[src/rtl/ai_scan_pkg.sv]
`default_nettype none
package ai_scan_pkg;
  // =====================================
  // timing
  localparam int CLK_NS       = 4;
  localparam int NORM_TIME_NS = 2_500_000;
  localparam int FILT_TIME_NS = 4_000_000;
  localparam int NORM_CYC     = NORM_TIME_NS / CLK_NS;
  localparam int FILT_CYC     = FILT_TIME_NS / CLK_NS;
  localparam int CHANNELS     = 4;
  localparam logic [1:0]  FILT_TAKES = 2'h3;
  localparam logic [1:0]  NORM_TAKES = 2'h1;
  localparam logic [1:0]  LOAD_WAIT  = 2'h3;
  // =====================================
  // codes and mapping
  localparam logic [11:0] TOP_CODE  = 12'h0fa0;
  localparam logic [16:0] THIRD_MUL = 17'h0_5556;
  localparam logic [3:0]  UNIT_MAX  = 4'h9;
  localparam logic [3:0]  UNIT_RST  = 4'h0;
  localparam int HOST_BASE0 = 100;
  localparam int HOST_STEP  = 10;
  localparam int PARM_BASE0 = 1000;
  localparam int PARM_STEP  = 100;
  // =====================================
  // register map
  localparam logic [7:0] ADDR_CTRL    = 8'h00;
  localparam logic [7:0] ADDR_RES0    = 8'h04;
  localparam logic [7:0] ADDR_RES1    = 8'h08;
  localparam logic [7:0] ADDR_RES2    = 8'h0c;
  localparam logic [7:0] ADDR_RES3    = 8'h10;
  localparam logic [7:0] ADDR_STAT    = 8'h14;
  localparam logic [7:0] ADDR_RESTART = 8'h18;
  localparam logic [7:0] ADDR_MAP     = 8'h1c;
  localparam logic [7:0] ADDR_SLO     = 8'h20;
  localparam logic [7:0] ADDR_SHI     = 8'h24;
  localparam logic [7:0] ADDR_MEAN    = 8'h28;
  localparam int CTL_INH = 0;
  localparam int CTL_SCL = 2;
  localparam int CTL_AVG = 7;
  localparam int CTL_PKE = 11;
  localparam int CTL_SRT = 12;
  localparam logic [15:0] CTRL_RST = 16'h0000;
  localparam logic [13:0] SLO_RST  = 14'h0000;
  localparam logic [13:0] SHI_RST  = 14'h0fa0;
  localparam logic [1:0]  MEAN_RST = 2'h0;
  typedef logic [13:0] value_t;
  typedef enum logic [2:0] {
    ST_IDLE, ST_REQ, ST_REL, ST_PROC, ST_HALT
  } scan_state_t;
endpackage : ai_scan_pkg
`default_nettype wire

[src/rtl/proc_if.sv]
`timescale 1ns/1ns
`default_nettype none
interface proc_if (
  input wire logic clk,
  input wire logic rst
);
  logic                       sampleValid;
  logic [11:0]                sample;
  logic                       sqrtEn;
  logic                       scaleEn;
  logic                       meanEn;
  logic                       peakEn;
  ai_scan_pkg::value_t        scaleLo;
  ai_scan_pkg::value_t        scaleHi;
  logic [1:0]                 meanLog2;
  logic                       clear;
  logic [15:0]                result;
  logic                       resultValid;
  modport ctl (input clk, rst, result, resultValid,
    output sampleValid, sample, sqrtEn, scaleEn, meanEn, peakEn,
    scaleLo, scaleHi, meanLog2, clear);
  modport chan (input clk, rst, sampleValid, sample, sqrtEn, scaleEn,
    meanEn, peakEn, scaleLo, scaleHi, meanLog2, clear,
    output result, resultValid);
endinterface : proc_if
`default_nettype wire

[src/rtl/analog_input_scan_control.sv]
`timescale 1ns/1ns
`default_nettype none
module analog_input_scan_control
  import ai_scan_pkg::*;
#(
  parameter int NormCycles = NORM_CYC,
  parameter int FiltCycles = FILT_CYC
) (
  input  wire logic        core_clk,
  input  wire logic        reset,
  input  wire logic        psel,
  input  wire logic        penable,
  input  wire logic        pwrite,
  input  wire logic [7:0]  paddr,
  input  wire logic [31:0] pwdata,
  output logic      [31:0] prdata,
  output logic             pready,
  output logic             pslverr,
  input  wire logic [3:0]  unitSw,
  input  wire logic        cntSwA,
  input  wire logic        cntSwB,
  input  wire logic        rangeSw,
  input  wire logic        modeSw,
  input  wire logic        adcDone,
  input  wire logic [11:0] adcData,
  input  wire logic        adcWireOpen,
  output logic             adcReq,
  output logic      [1:0]  adcChan,
  output logic             runLamp,
  output logic             wireBreakLamp
);
  // =====================================
  // pin synchronisers
  logic [21:0] pinRaw;
  logic [21:0] pinMeta_q;
  logic [21:0] pinSync_q;
  logic [3:0]  unitPin;
  logic [1:0]  cntPin;
  logic        rangePin;
  logic        modePin;
  logic        doneSync;
  logic [11:0] dataSync;
  logic        wireSync;

  assign pinRaw = {adcWireOpen, adcData, adcDone, modeSw, rangeSw,
                   cntSwB, cntSwA, unitSw};

  // every pin is asynchronous, two stages before any use
  always_ff @(posedge core_clk) begin
    if (reset) begin
      pinMeta_q <= 22'h00_0000;
      pinSync_q <= 22'h00_0000;
    end else begin
      pinMeta_q <= pinRaw;
      pinSync_q <= pinMeta_q;
    end
  end

  // data settles before done rises, so one shared stage pair suffices
  assign unitPin  = pinSync_q[3:0];
  assign cntPin   = {pinSync_q[4], pinSync_q[5]};
  assign rangePin = pinSync_q[6];
  assign modePin  = pinSync_q[7];
  assign doneSync = pinSync_q[8];
  assign dataSync = pinSync_q[20:9];
  assign wireSync = pinSync_q[21];

  // =====================================
  // register bus signals
  logic        access;
  logic        wrHit;
  logic        restartHit;
  logic        mapped;
  logic [31:0] rdVal;
  logic [31:0] prdata_q;
  logic [15:0] ctrl_q;
  value_t      scaleLo_q;
  value_t      scaleHi_q;
  logic [1:0]  meanLog2_q;
  logic [CHANNELS-1:0][15:0] res_q;

  assign access = psel && penable;
  assign wrHit  = access && pwrite;
  // one restart flag for this unit, write one to fire
  assign restartHit = wrHit && paddr == ADDR_RESTART && pwdata[0];

  // =====================================
  // switch capture at reset release or restart
  logic [1:0] load_q;
  logic [3:0] unit_q;
  logic [1:0] cnt_q;
  logic       range_q;
  logic       filter_q;

  // a few cycles let the synchronisers fill after release
  always_ff @(posedge core_clk) begin
    if (reset || restartHit) begin
      load_q <= LOAD_WAIT;
    end else if (load_q != 2'h0) begin
      load_q <= load_q - 2'h1;
    end
  end

  // switches moved while running are ignored until the next load
  always_ff @(posedge core_clk) begin
    if (reset) begin
      unit_q   <= UNIT_RST;
      cnt_q    <= 2'h0;
      range_q  <= 1'b0;
      filter_q <= 1'b0;
    end else if (load_q == 2'h1) begin
      unit_q   <= (unitPin > UNIT_MAX) ? UNIT_RST : unitPin;
      cnt_q    <= cntPin;
      range_q  <= rangePin;
      filter_q <= modePin;
    end
  end

  // =====================================
  // channel count decode
  logic [1:0] lastChan;
  logic [1:0] cntField;
  logic       setErr;
  logic       ready;

  always_comb begin
    lastChan = 2'h0;
    cntField = 2'h0;
    setErr   = 1'b0;
    case (cnt_q)
      2'b01: begin
        lastChan = 2'h0;
        cntField = 2'b10;
      end
      2'b10: begin
        lastChan = 2'h1;
        cntField = 2'b01;
      end
      2'b00: begin
        lastChan = 2'h3;
        cntField = 2'b00;
      end
      default: begin
        setErr = 1'b1;
      end
    endcase
  end

  assign ready = load_q == 2'h0 && !setErr;

  // =====================================
  // scan sequencer
  scan_state_t state_q;
  scan_state_t state_d;
  logic [1:0]  chan_q;
  logic [1:0]  take_q;
  logic [1:0]  need;
  value_t      sum_q;
  logic        wire_q;
  logic [19:0] tmo_q;
  logic [19:0] tmoLast;
  logic        timeout;
  logic [30:0] prod3;
  logic [11:0] avg;
  logic        procFire;

  assign need     = filter_q ? FILT_TAKES : NORM_TAKES;
  assign tmoLast  = filter_q ? 20'(FiltCycles - 1) : 20'(NormCycles - 1);
  assign timeout  = (state_q == ST_REQ || state_q == ST_REL)
                    && tmo_q == tmoLast;
  assign procFire = state_q == ST_PROC;

  always_comb begin
    state_d = state_q;
    case (state_q)
      ST_IDLE: begin
        if (ready && !ctrl_q[CTL_INH]) state_d = ST_REQ;
      end
      ST_REQ: begin
        if (timeout) state_d = ST_HALT;
        else if (doneSync) state_d = ST_REL;
      end
      ST_REL: begin
        if (timeout) state_d = ST_HALT;
        else if (!doneSync) state_d = (take_q == need) ? ST_PROC : ST_REQ;
      end
      ST_PROC: begin
        state_d = ST_IDLE;
      end
      ST_HALT: begin
        state_d = ST_HALT;
      end
      default: begin
        state_d = ST_IDLE;
      end
    endcase
    // only a restart or reset leaves the halted state
    if (restartHit) state_d = ST_IDLE;
  end

  always_ff @(posedge core_clk) begin
    if (reset) state_q <= ST_IDLE;
    else state_q <= state_d;
  end

  // per-channel time budget, counts only while waiting on the converter
  always_ff @(posedge core_clk) begin
    if (reset || state_q == ST_IDLE) tmo_q <= 20'h0_0000;
    else if (state_q == ST_REQ || state_q == ST_REL) tmo_q <= tmo_q + 20'h0_0001;
  end

  // sample gathering, three takes summed in filter mode
  always_ff @(posedge core_clk) begin
    if (reset || state_q == ST_IDLE) begin
      take_q <= 2'h0;
      sum_q  <= 14'h0000;
      wire_q <= 1'b0;
    end else if (state_q == ST_REQ && doneSync) begin
      take_q <= take_q + 2'h1;
      sum_q  <= sum_q + {2'b00, dataSync};
      wire_q <= wire_q | wireSync;
    end
  end

  // divide by three as multiply and shift, exact up to three top codes
  assign prod3 = {17'h0_0000, sum_q} * {14'h0000, THIRD_MUL};
  assign avg   = filter_q ? prod3[27:16] : sum_q[11:0];

  // ascending channel walk, wraps after the last enabled one
  always_ff @(posedge core_clk) begin
    if (reset || restartHit) chan_q <= 2'h0;
    else if (procFire) chan_q <= (chan_q >= lastChan) ? 2'h0 : chan_q + 2'h1;
  end

  assign adcReq  = state_q == ST_REQ;
  assign adcChan = chan_q;

  // =====================================
  // wire break and lamps
  logic [CHANNELS-1:0] disc_q;
  logic                run_q;
  logic                lamp_q;

  // 0 to 10 V has no live zero, so an open wire cannot be told apart
  always_ff @(posedge core_clk) begin
    if (reset || restartHit) disc_q <= 4'h0;
    else if (procFire) disc_q[chan_q] <= !range_q && wire_q;
  end

  always_ff @(posedge core_clk) begin
    if (reset) begin
      run_q  <= 1'b0;
      lamp_q <= 1'b0;
    end else begin
      run_q  <= state_q != ST_HALT && ready;
      lamp_q <= |disc_q;
    end
  end

  assign runLamp       = run_q;
  assign wireBreakLamp = lamp_q;

  // =====================================
  // channel processing lanes
  proc_if pif [CHANNELS] (.clk(core_clk), .rst(reset));
  logic [CHANNELS-1:0][15:0] laneRes;
  logic [CHANNELS-1:0]       laneStb;

  for (genvar g = 0; g < CHANNELS; g++) begin : g_lane
    assign pif[g].sampleValid = procFire && chan_q == 2'(g);
    assign pif[g].sample      = avg;
    assign pif[g].sqrtEn      = ctrl_q[CTL_SRT];
    assign pif[g].scaleEn     = ctrl_q[CTL_SCL+g];
    assign pif[g].meanEn      = ctrl_q[CTL_AVG+g];
    assign pif[g].peakEn      = ctrl_q[CTL_PKE];
    assign pif[g].scaleLo     = scaleLo_q;
    assign pif[g].scaleHi     = scaleHi_q;
    assign pif[g].meanLog2    = meanLog2_q;
    assign pif[g].clear       = restartHit;
    assign laneRes[g]         = pif[g].result;
    assign laneStb[g]         = pif[g].resultValid;
    channel_proc u_proc (
      .p (pif[g])
    );
  end

  // result word follows its lane right after processing
  always_ff @(posedge core_clk) begin
    if (reset) begin
      res_q <= '0;
    end else begin
      for (int i = 0; i < CHANNELS; i++) begin
        if (laneStb[i]) res_q[i] <= laneRes[i];
      end
    end
  end

  // =====================================
  // apb registers
  always_ff @(posedge core_clk) begin
    if (reset) begin
      ctrl_q     <= CTRL_RST;
      scaleLo_q  <= SLO_RST;
      scaleHi_q  <= SHI_RST;
      meanLog2_q <= MEAN_RST;
    end else if (wrHit) begin
      case (paddr)
        ADDR_CTRL: ctrl_q    <= pwdata[15:0];
        ADDR_SLO:  scaleLo_q <= pwdata[13:0];
        ADDR_SHI:  scaleHi_q <= pwdata[13:0];
        ADDR_MEAN: meanLog2_q <= pwdata[1:0];
        default: begin
        end
      endcase
    end
  end

  // read mux; one register per address, unmapped addresses raise pslverr
  always_comb begin
    rdVal  = 32'h0000_0000;
    mapped = 1'b1;
    case (paddr)
      ADDR_CTRL: rdVal = {16'h0000, ctrl_q};
      ADDR_RES0: rdVal = {16'h0000, res_q[0]};
      ADDR_RES1: rdVal = {16'h0000, res_q[1]};
      ADDR_RES2: rdVal = {16'h0000, res_q[2]};
      ADDR_RES3: rdVal = {16'h0000, res_q[3]};
      ADDR_STAT: rdVal = {16'h0000, unit_q, 2'b00, run_q, 1'b0,
                          cntField, range_q, disc_q, setErr};
      ADDR_RESTART: rdVal = 32'h0000_0000;
      ADDR_MAP: rdVal = {4'h0, 12'(PARM_BASE0 + PARM_STEP * unit_q),
                         8'h00, 8'(HOST_BASE0 + HOST_STEP * unit_q)};
      ADDR_SLO:  rdVal = {18'h0_0000, scaleLo_q};
      ADDR_SHI:  rdVal = {18'h0_0000, scaleHi_q};
      ADDR_MEAN: rdVal = {30'h0000_0000, meanLog2_q};
      default:   mapped = 1'b0;
    endcase
  end

  // read data taken in the setup cycle so it is a flop during access
  always_ff @(posedge core_clk) begin
    if (reset) prdata_q <= 32'h0000_0000;
    else if (psel && !penable) prdata_q <= rdVal;
  end

  assign prdata  = prdata_q;
  assign pready  = 1'b1;
  assign pslverr = access && !mapped;
endmodule : analog_input_scan_control
`default_nettype wire

[src/rtl/channel_proc.sv]
`timescale 1ns/1ns
`default_nettype none
module channel_proc
  import ai_scan_pkg::*;
(
  proc_if.chan p
);
  // =====================================
  // arithmetic helpers
  function automatic logic [11:0] isqrt(input logic [23:0] x);
    logic [11:0] r;
    logic [11:0] t;
    logic [23:0] sq;
    r = 12'h000;
    for (int i = 11; i >= 0; i--) begin
      t = r | (12'h001 << i);
      sq = {12'h000, t} * {12'h000, t};
      if (sq <= x) r = t;
    end
    return r;
  endfunction : isqrt
  function automatic logic [15:0] toBcd(input value_t v);
    logic [29:0] s;
    s = {16'h0000, v};
    for (int i = 0; i < 14; i++) begin
      for (int d = 0; d < 4; d++) begin
        if (s[14+4*d +: 4] > 4'h4) s[14+4*d +: 4] += 4'h3;
      end
      s = s << 1;
    end
    return s[29:14];
  endfunction : toBcd
  // =====================================
  // per-sample chain
  value_t v1, v2, span, outVal, pkNext, meanOut, finalVal, peak_q;
  logic [27:0] prod, quot;
  logic [16:0] accSum, acc_q;
  logic [2:0]  cnt_q;
  logic        full, emit;
  always_comb begin
    // sqrt reported on the full code scale so it stays linear
    v1 = p.sqrtEn ? {2'b00, isqrt({12'h000, p.sample} *
      {12'h000, TOP_CODE})} : {2'b00, p.sample};
    span = (p.scaleHi >= p.scaleLo) ? p.scaleHi - p.scaleLo : 14'h0000;
    prod = {14'h0000, v1} * {14'h0000, span};
    quot = prod / {16'h0000, TOP_CODE};
    v2 = p.scaleEn ? p.scaleLo + quot[13:0] : v1;
    accSum = acc_q + {3'b000, v2};
    full = cnt_q == 3'((4'h1 << p.meanLog2) - 4'h1);
    meanOut = 14'(accSum >> p.meanLog2);
    emit = p.sampleValid && (!p.meanEn || full);
    outVal = p.meanEn ? meanOut : v2;
    pkNext = (outVal > peak_q) ? outVal : peak_q;
    finalVal = p.peakEn ? pkNext : outVal;
  end
  // mean accumulator, restarts when disabled
  always_ff @(posedge p.clk) begin
    if (p.rst || p.clear || !p.meanEn) begin
      acc_q <= 17'h0_0000;
      cnt_q <= 3'h0;
    end else if (p.sampleValid) begin
      acc_q <= full ? 17'h0_0000 : accSum;
      cnt_q <= full ? 3'h0 : cnt_q + 3'h1;
    end
  end
  // peak hold, forgotten when peak mode is off
  always_ff @(posedge p.clk) begin
    if (p.rst || p.clear || !p.peakEn) begin
      peak_q <= 14'h0000;
    end else if (emit) begin
      peak_q <= pkNext;
    end
  end
  // result word, bcd only when scaled
  always_ff @(posedge p.clk) begin
    if (p.rst) begin
      p.result      <= 16'h0000;
      p.resultValid <= 1'b0;
    end else begin
      p.resultValid <= emit;
      if (emit) p.result <= p.scaleEn ? toBcd(finalVal) : {2'b00, finalVal};
    end
  end
endmodule : channel_proc
`default_nettype wire

[config.mk]
export PLATFORM = sky130hd
export DESIGN_NAME = analog_input_scan_control
export DESIGN_NICKNAME = d
export VERILOG_FILES = /design/src/rtl/ai_scan_pkg.sv /design/src/rtl/proc_if.sv /design/src/rtl/analog_input_scan_control.sv /design/src/rtl/channel_proc.sv
export SDC_FILE = /design/constraint.sdc
export NUM_CORES = 2
export LEC_CHECK = 0
export BUFFER_PORTS_ARGS = -buffer_cell sky130_fd_sc_hd__buf_2
export CORE_ASPECT_RATIO = 1.25
export CORE_MARGIN = 3
export CORE_UTILIZATION = 65
export DETAILED_ROUTE_END_ITERATION = 7
export GPL_TIMING_DRIVEN = 1
export PLACE_DENSITY = 0.82
export SLEW_MARGIN = 20
export SYNTH_ARGS = -nofsm -noshare
export SYNTH_HDL_FRONTEND = slang
export SYNTH_SLANG_ARGS = --single-unit
[constraint.sdc]
create_clock -name core_clk -period 155.8 [get_ports core_clk]
set_input_delay 0 -clock core_clk [delete_from_list [all_inputs] [get_ports core_clk]]
set_output_delay 0 -clock core_clk [all_outputs]
set_load 0.02 [all_outputs]
==> reports/results.ini <==
[layout]
drive_above_1_share=0.0572
nets=9752
area_delta_synth_final_pct=5.54

[cts]
ctsLongestPathBuffers=3
cts-root-buf=clkbuf_16
clk_latency_ps=590
path_clk_slew_ps=80
postCtsSetupBuffers=0
numCtsBuffers=41
cts.sinks=442
htreeDepth=2
cts_tree=built

[timing]
rsz0062_at_grt=no
fin_skew_ps=45.8
finalCritPeriodShare=0.701
relSlewSlack=0.205
setup_ws_ps=46640
finalSetupViolations=0
finalCriticalPeriod_ps=109160
slew_violations=0
tns_ps=0
hold_ws_ps=62.5
hold_viol=0
max_freq_ghz=0.00916
worst_pin_slew_ps=1190

[worst_setup_path]
crit_top_cell=ha_1
max_stage_delay_ps=930
cp_num_buf_inv=54
crit_slowest_cell=o41ai_4
crit_fanout=23
worstSetupPathType=reg -> reg
path_delay_family=adder cells
arrival_ps=109630
rr_worst_depth=426
cp.depth=426
startpoint_type=register
critPathRequiredTime_ps=156270
worstSetupEndpointType=register

[routing]
vias=62200
first_pass_iters=8
wirelength_mm=189
drc=2
wl_per_cell_microns=19.3
postRouteAntennaNets=0
vias_per_cell=6.38
drt_iter0_drc=5180

[job]
max_cap_violations=0

[pwr]
p_leak_nw=32.9
power_density_mw_per_mm2=4.40
vdd.ir_drop.worst_mv=0.00927

[placement]
dp_slack_ps=48280
finalWeightedCongestion=0.986
io_buffers=82
hpwlAfterDp_mm=145

[die]
die-area_sq_mm=0.107
die_width_microns=293
coreArea_sq_mm=0.102
io_pins=106
std_cell_rows=131
initial_utilization=0.655
die_y_microns=365

[status]
run_status=complete, but fails checks
violations=DRC

[worst_hold_path]
hp-class=in -> reg
hold_depth=4

[global_route]
grt_pass1_vias=61300
antenna_found_initial=2
grt_use_total=0.344
grt_pass1_wl_mm=304
overflow=0
grt_max_degree=194

[synth]
ys_seq_area_frac=0.132
synth_area_per_cell_sq_um=7.94
yosysTopAreaCellShare=0.165
syn_area_sq_mm=0.0669
netlist_top_cells_area=ha_1 16%, dfxtp_1 13%, fa_1 12%
synthFlopType=dfxtp_1
yosys.area.top_type=ha_1
yosys_warnings=0
async_reset_ff_frac=0
synth_cells=8429
synth.ff_latch_count=442
ys_types=137
synth-edff-count=0

-- metrics by stage --
step	std cells	power, mW	util	cell area (sq um)
final	9752	0.311	0.692	70600
after CTS	9750	0.310	0.691	70600
after floorplan	8434	0.174	-	66900
after global routing	9752	0.325	0.692	70600
after detailed placement	9618	0.199	0.671	68500
after global placement	9618	0.195	0.671	68500
-- timing repair --
item                      in CTS  in global routing
resized for setup              0                  0
hold endpoints to repair     125                  0
hold buffers                  59                  0
-- final timing paths --
path / end / slack (ps) / start
max: g_lane[3].u_proc.p.result[6] / 46640 / sum_q[4]
min: meanLog2_q[0] / 60 / psel
max reg2reg: g_lane[3].u_proc.p.result[6] / 46640 / sum_q[4]
min reg2reg: pinSync_q[0] / 440 / pinMeta_q[0]
-- worst min-delay path, cell delays in order --
cell,delay [ps]
buf_2,120
and3_1,280
nand3_1,140
a21oi_1,60
-- cells by family after synthesis --
group | synth area share
buffers and inverters | 0.0720
xor gates and xnor gates | 0.0619
DFF | 0.132
AOI/OAI and AO/OA | 0.206
other | 0.000112
muxes | 0.0637
and+or+nand+nor | 0.173
adders and majority gates | 0.291
-- routing by layer --
metal,global-route usage,part of all wire,wire (microns)
met1,0.397,0.38,72200
met3,0.0509,0.072,13600
met4,0.197,0.064,12100
met5,0,0,0
met2,0.606,0.48,90700
-- cell usage in the layout (no fill, tap or decap), types with 82 or more instances in the layout --
master and count:
inv_1 919, ha_1 880, nor2_1 781, nand2_1 731, a21oi_1 609, dfxtp_1 439, fa_1 415, xnor2_1 330
o21ai_0 318, mux2i_1 317, nor3_1 175, a21o_1 152, nand3_1 146, xor2_1 134, nor2b_1 119, a211oi_1 106
o21bai_1 106, buf_4 101, mux2_2 88, and2_1 86, a22oi_1 84, nand2b_1 82
-- report_power, final --
group	total, mW	switching, mW	internal (mW)
Combinational	0.0844	0.0513	0.0331
Clock	0.112	0.0491	0.0629
Sequential	0.115	0.000806	0.114
Total	0.311	0.101	0.210
-- Yosys cell counts, types with 146 or more instances --
cell      number
clkbuf_1     273
nand2_1      732
nor3_1       175
nand3_1      146
nor2_1       783
ha_1         880
inv_1        920
a21oi_1      610
dfxtp_1      442
o21ai_0      318
mux2i_1      317
xnor2_1      330
fa_1         415
a21o_1       152
-- final cells by class --
class | instances | area [sq um]
Fill cell | 8065 | 31500
Multi-Input combinational cell | 6729 | 53300
Timing Repair Buffer | 243 | 1790
Sequential cell | 442 | 8850
Clock buffer | 49 | 1140
Inverter | 933 | 3500
Tap cell | 1330 | 1660
Clock inverter | 24 | 338
Antenna cell | 2 | 5.00
-- registers in the layout, summed over array words and instances (netlist names), 16 cells and up --
| name | cells |
|---|---|
| g_lane.u_proc.acc_q | 68 |
| g_lane.u_proc.peak_q | 56 |
| g_lane.u_proc.p.result | 64 |
| tmo_q | 20 |
| pinMeta_q | 22 |
| res_q | 64 |
| pinSync_q | 22 |
| ctrl_q | 16 |
| prdata | 26 |
Note: power is estimated with default switching activity, not from simulation.
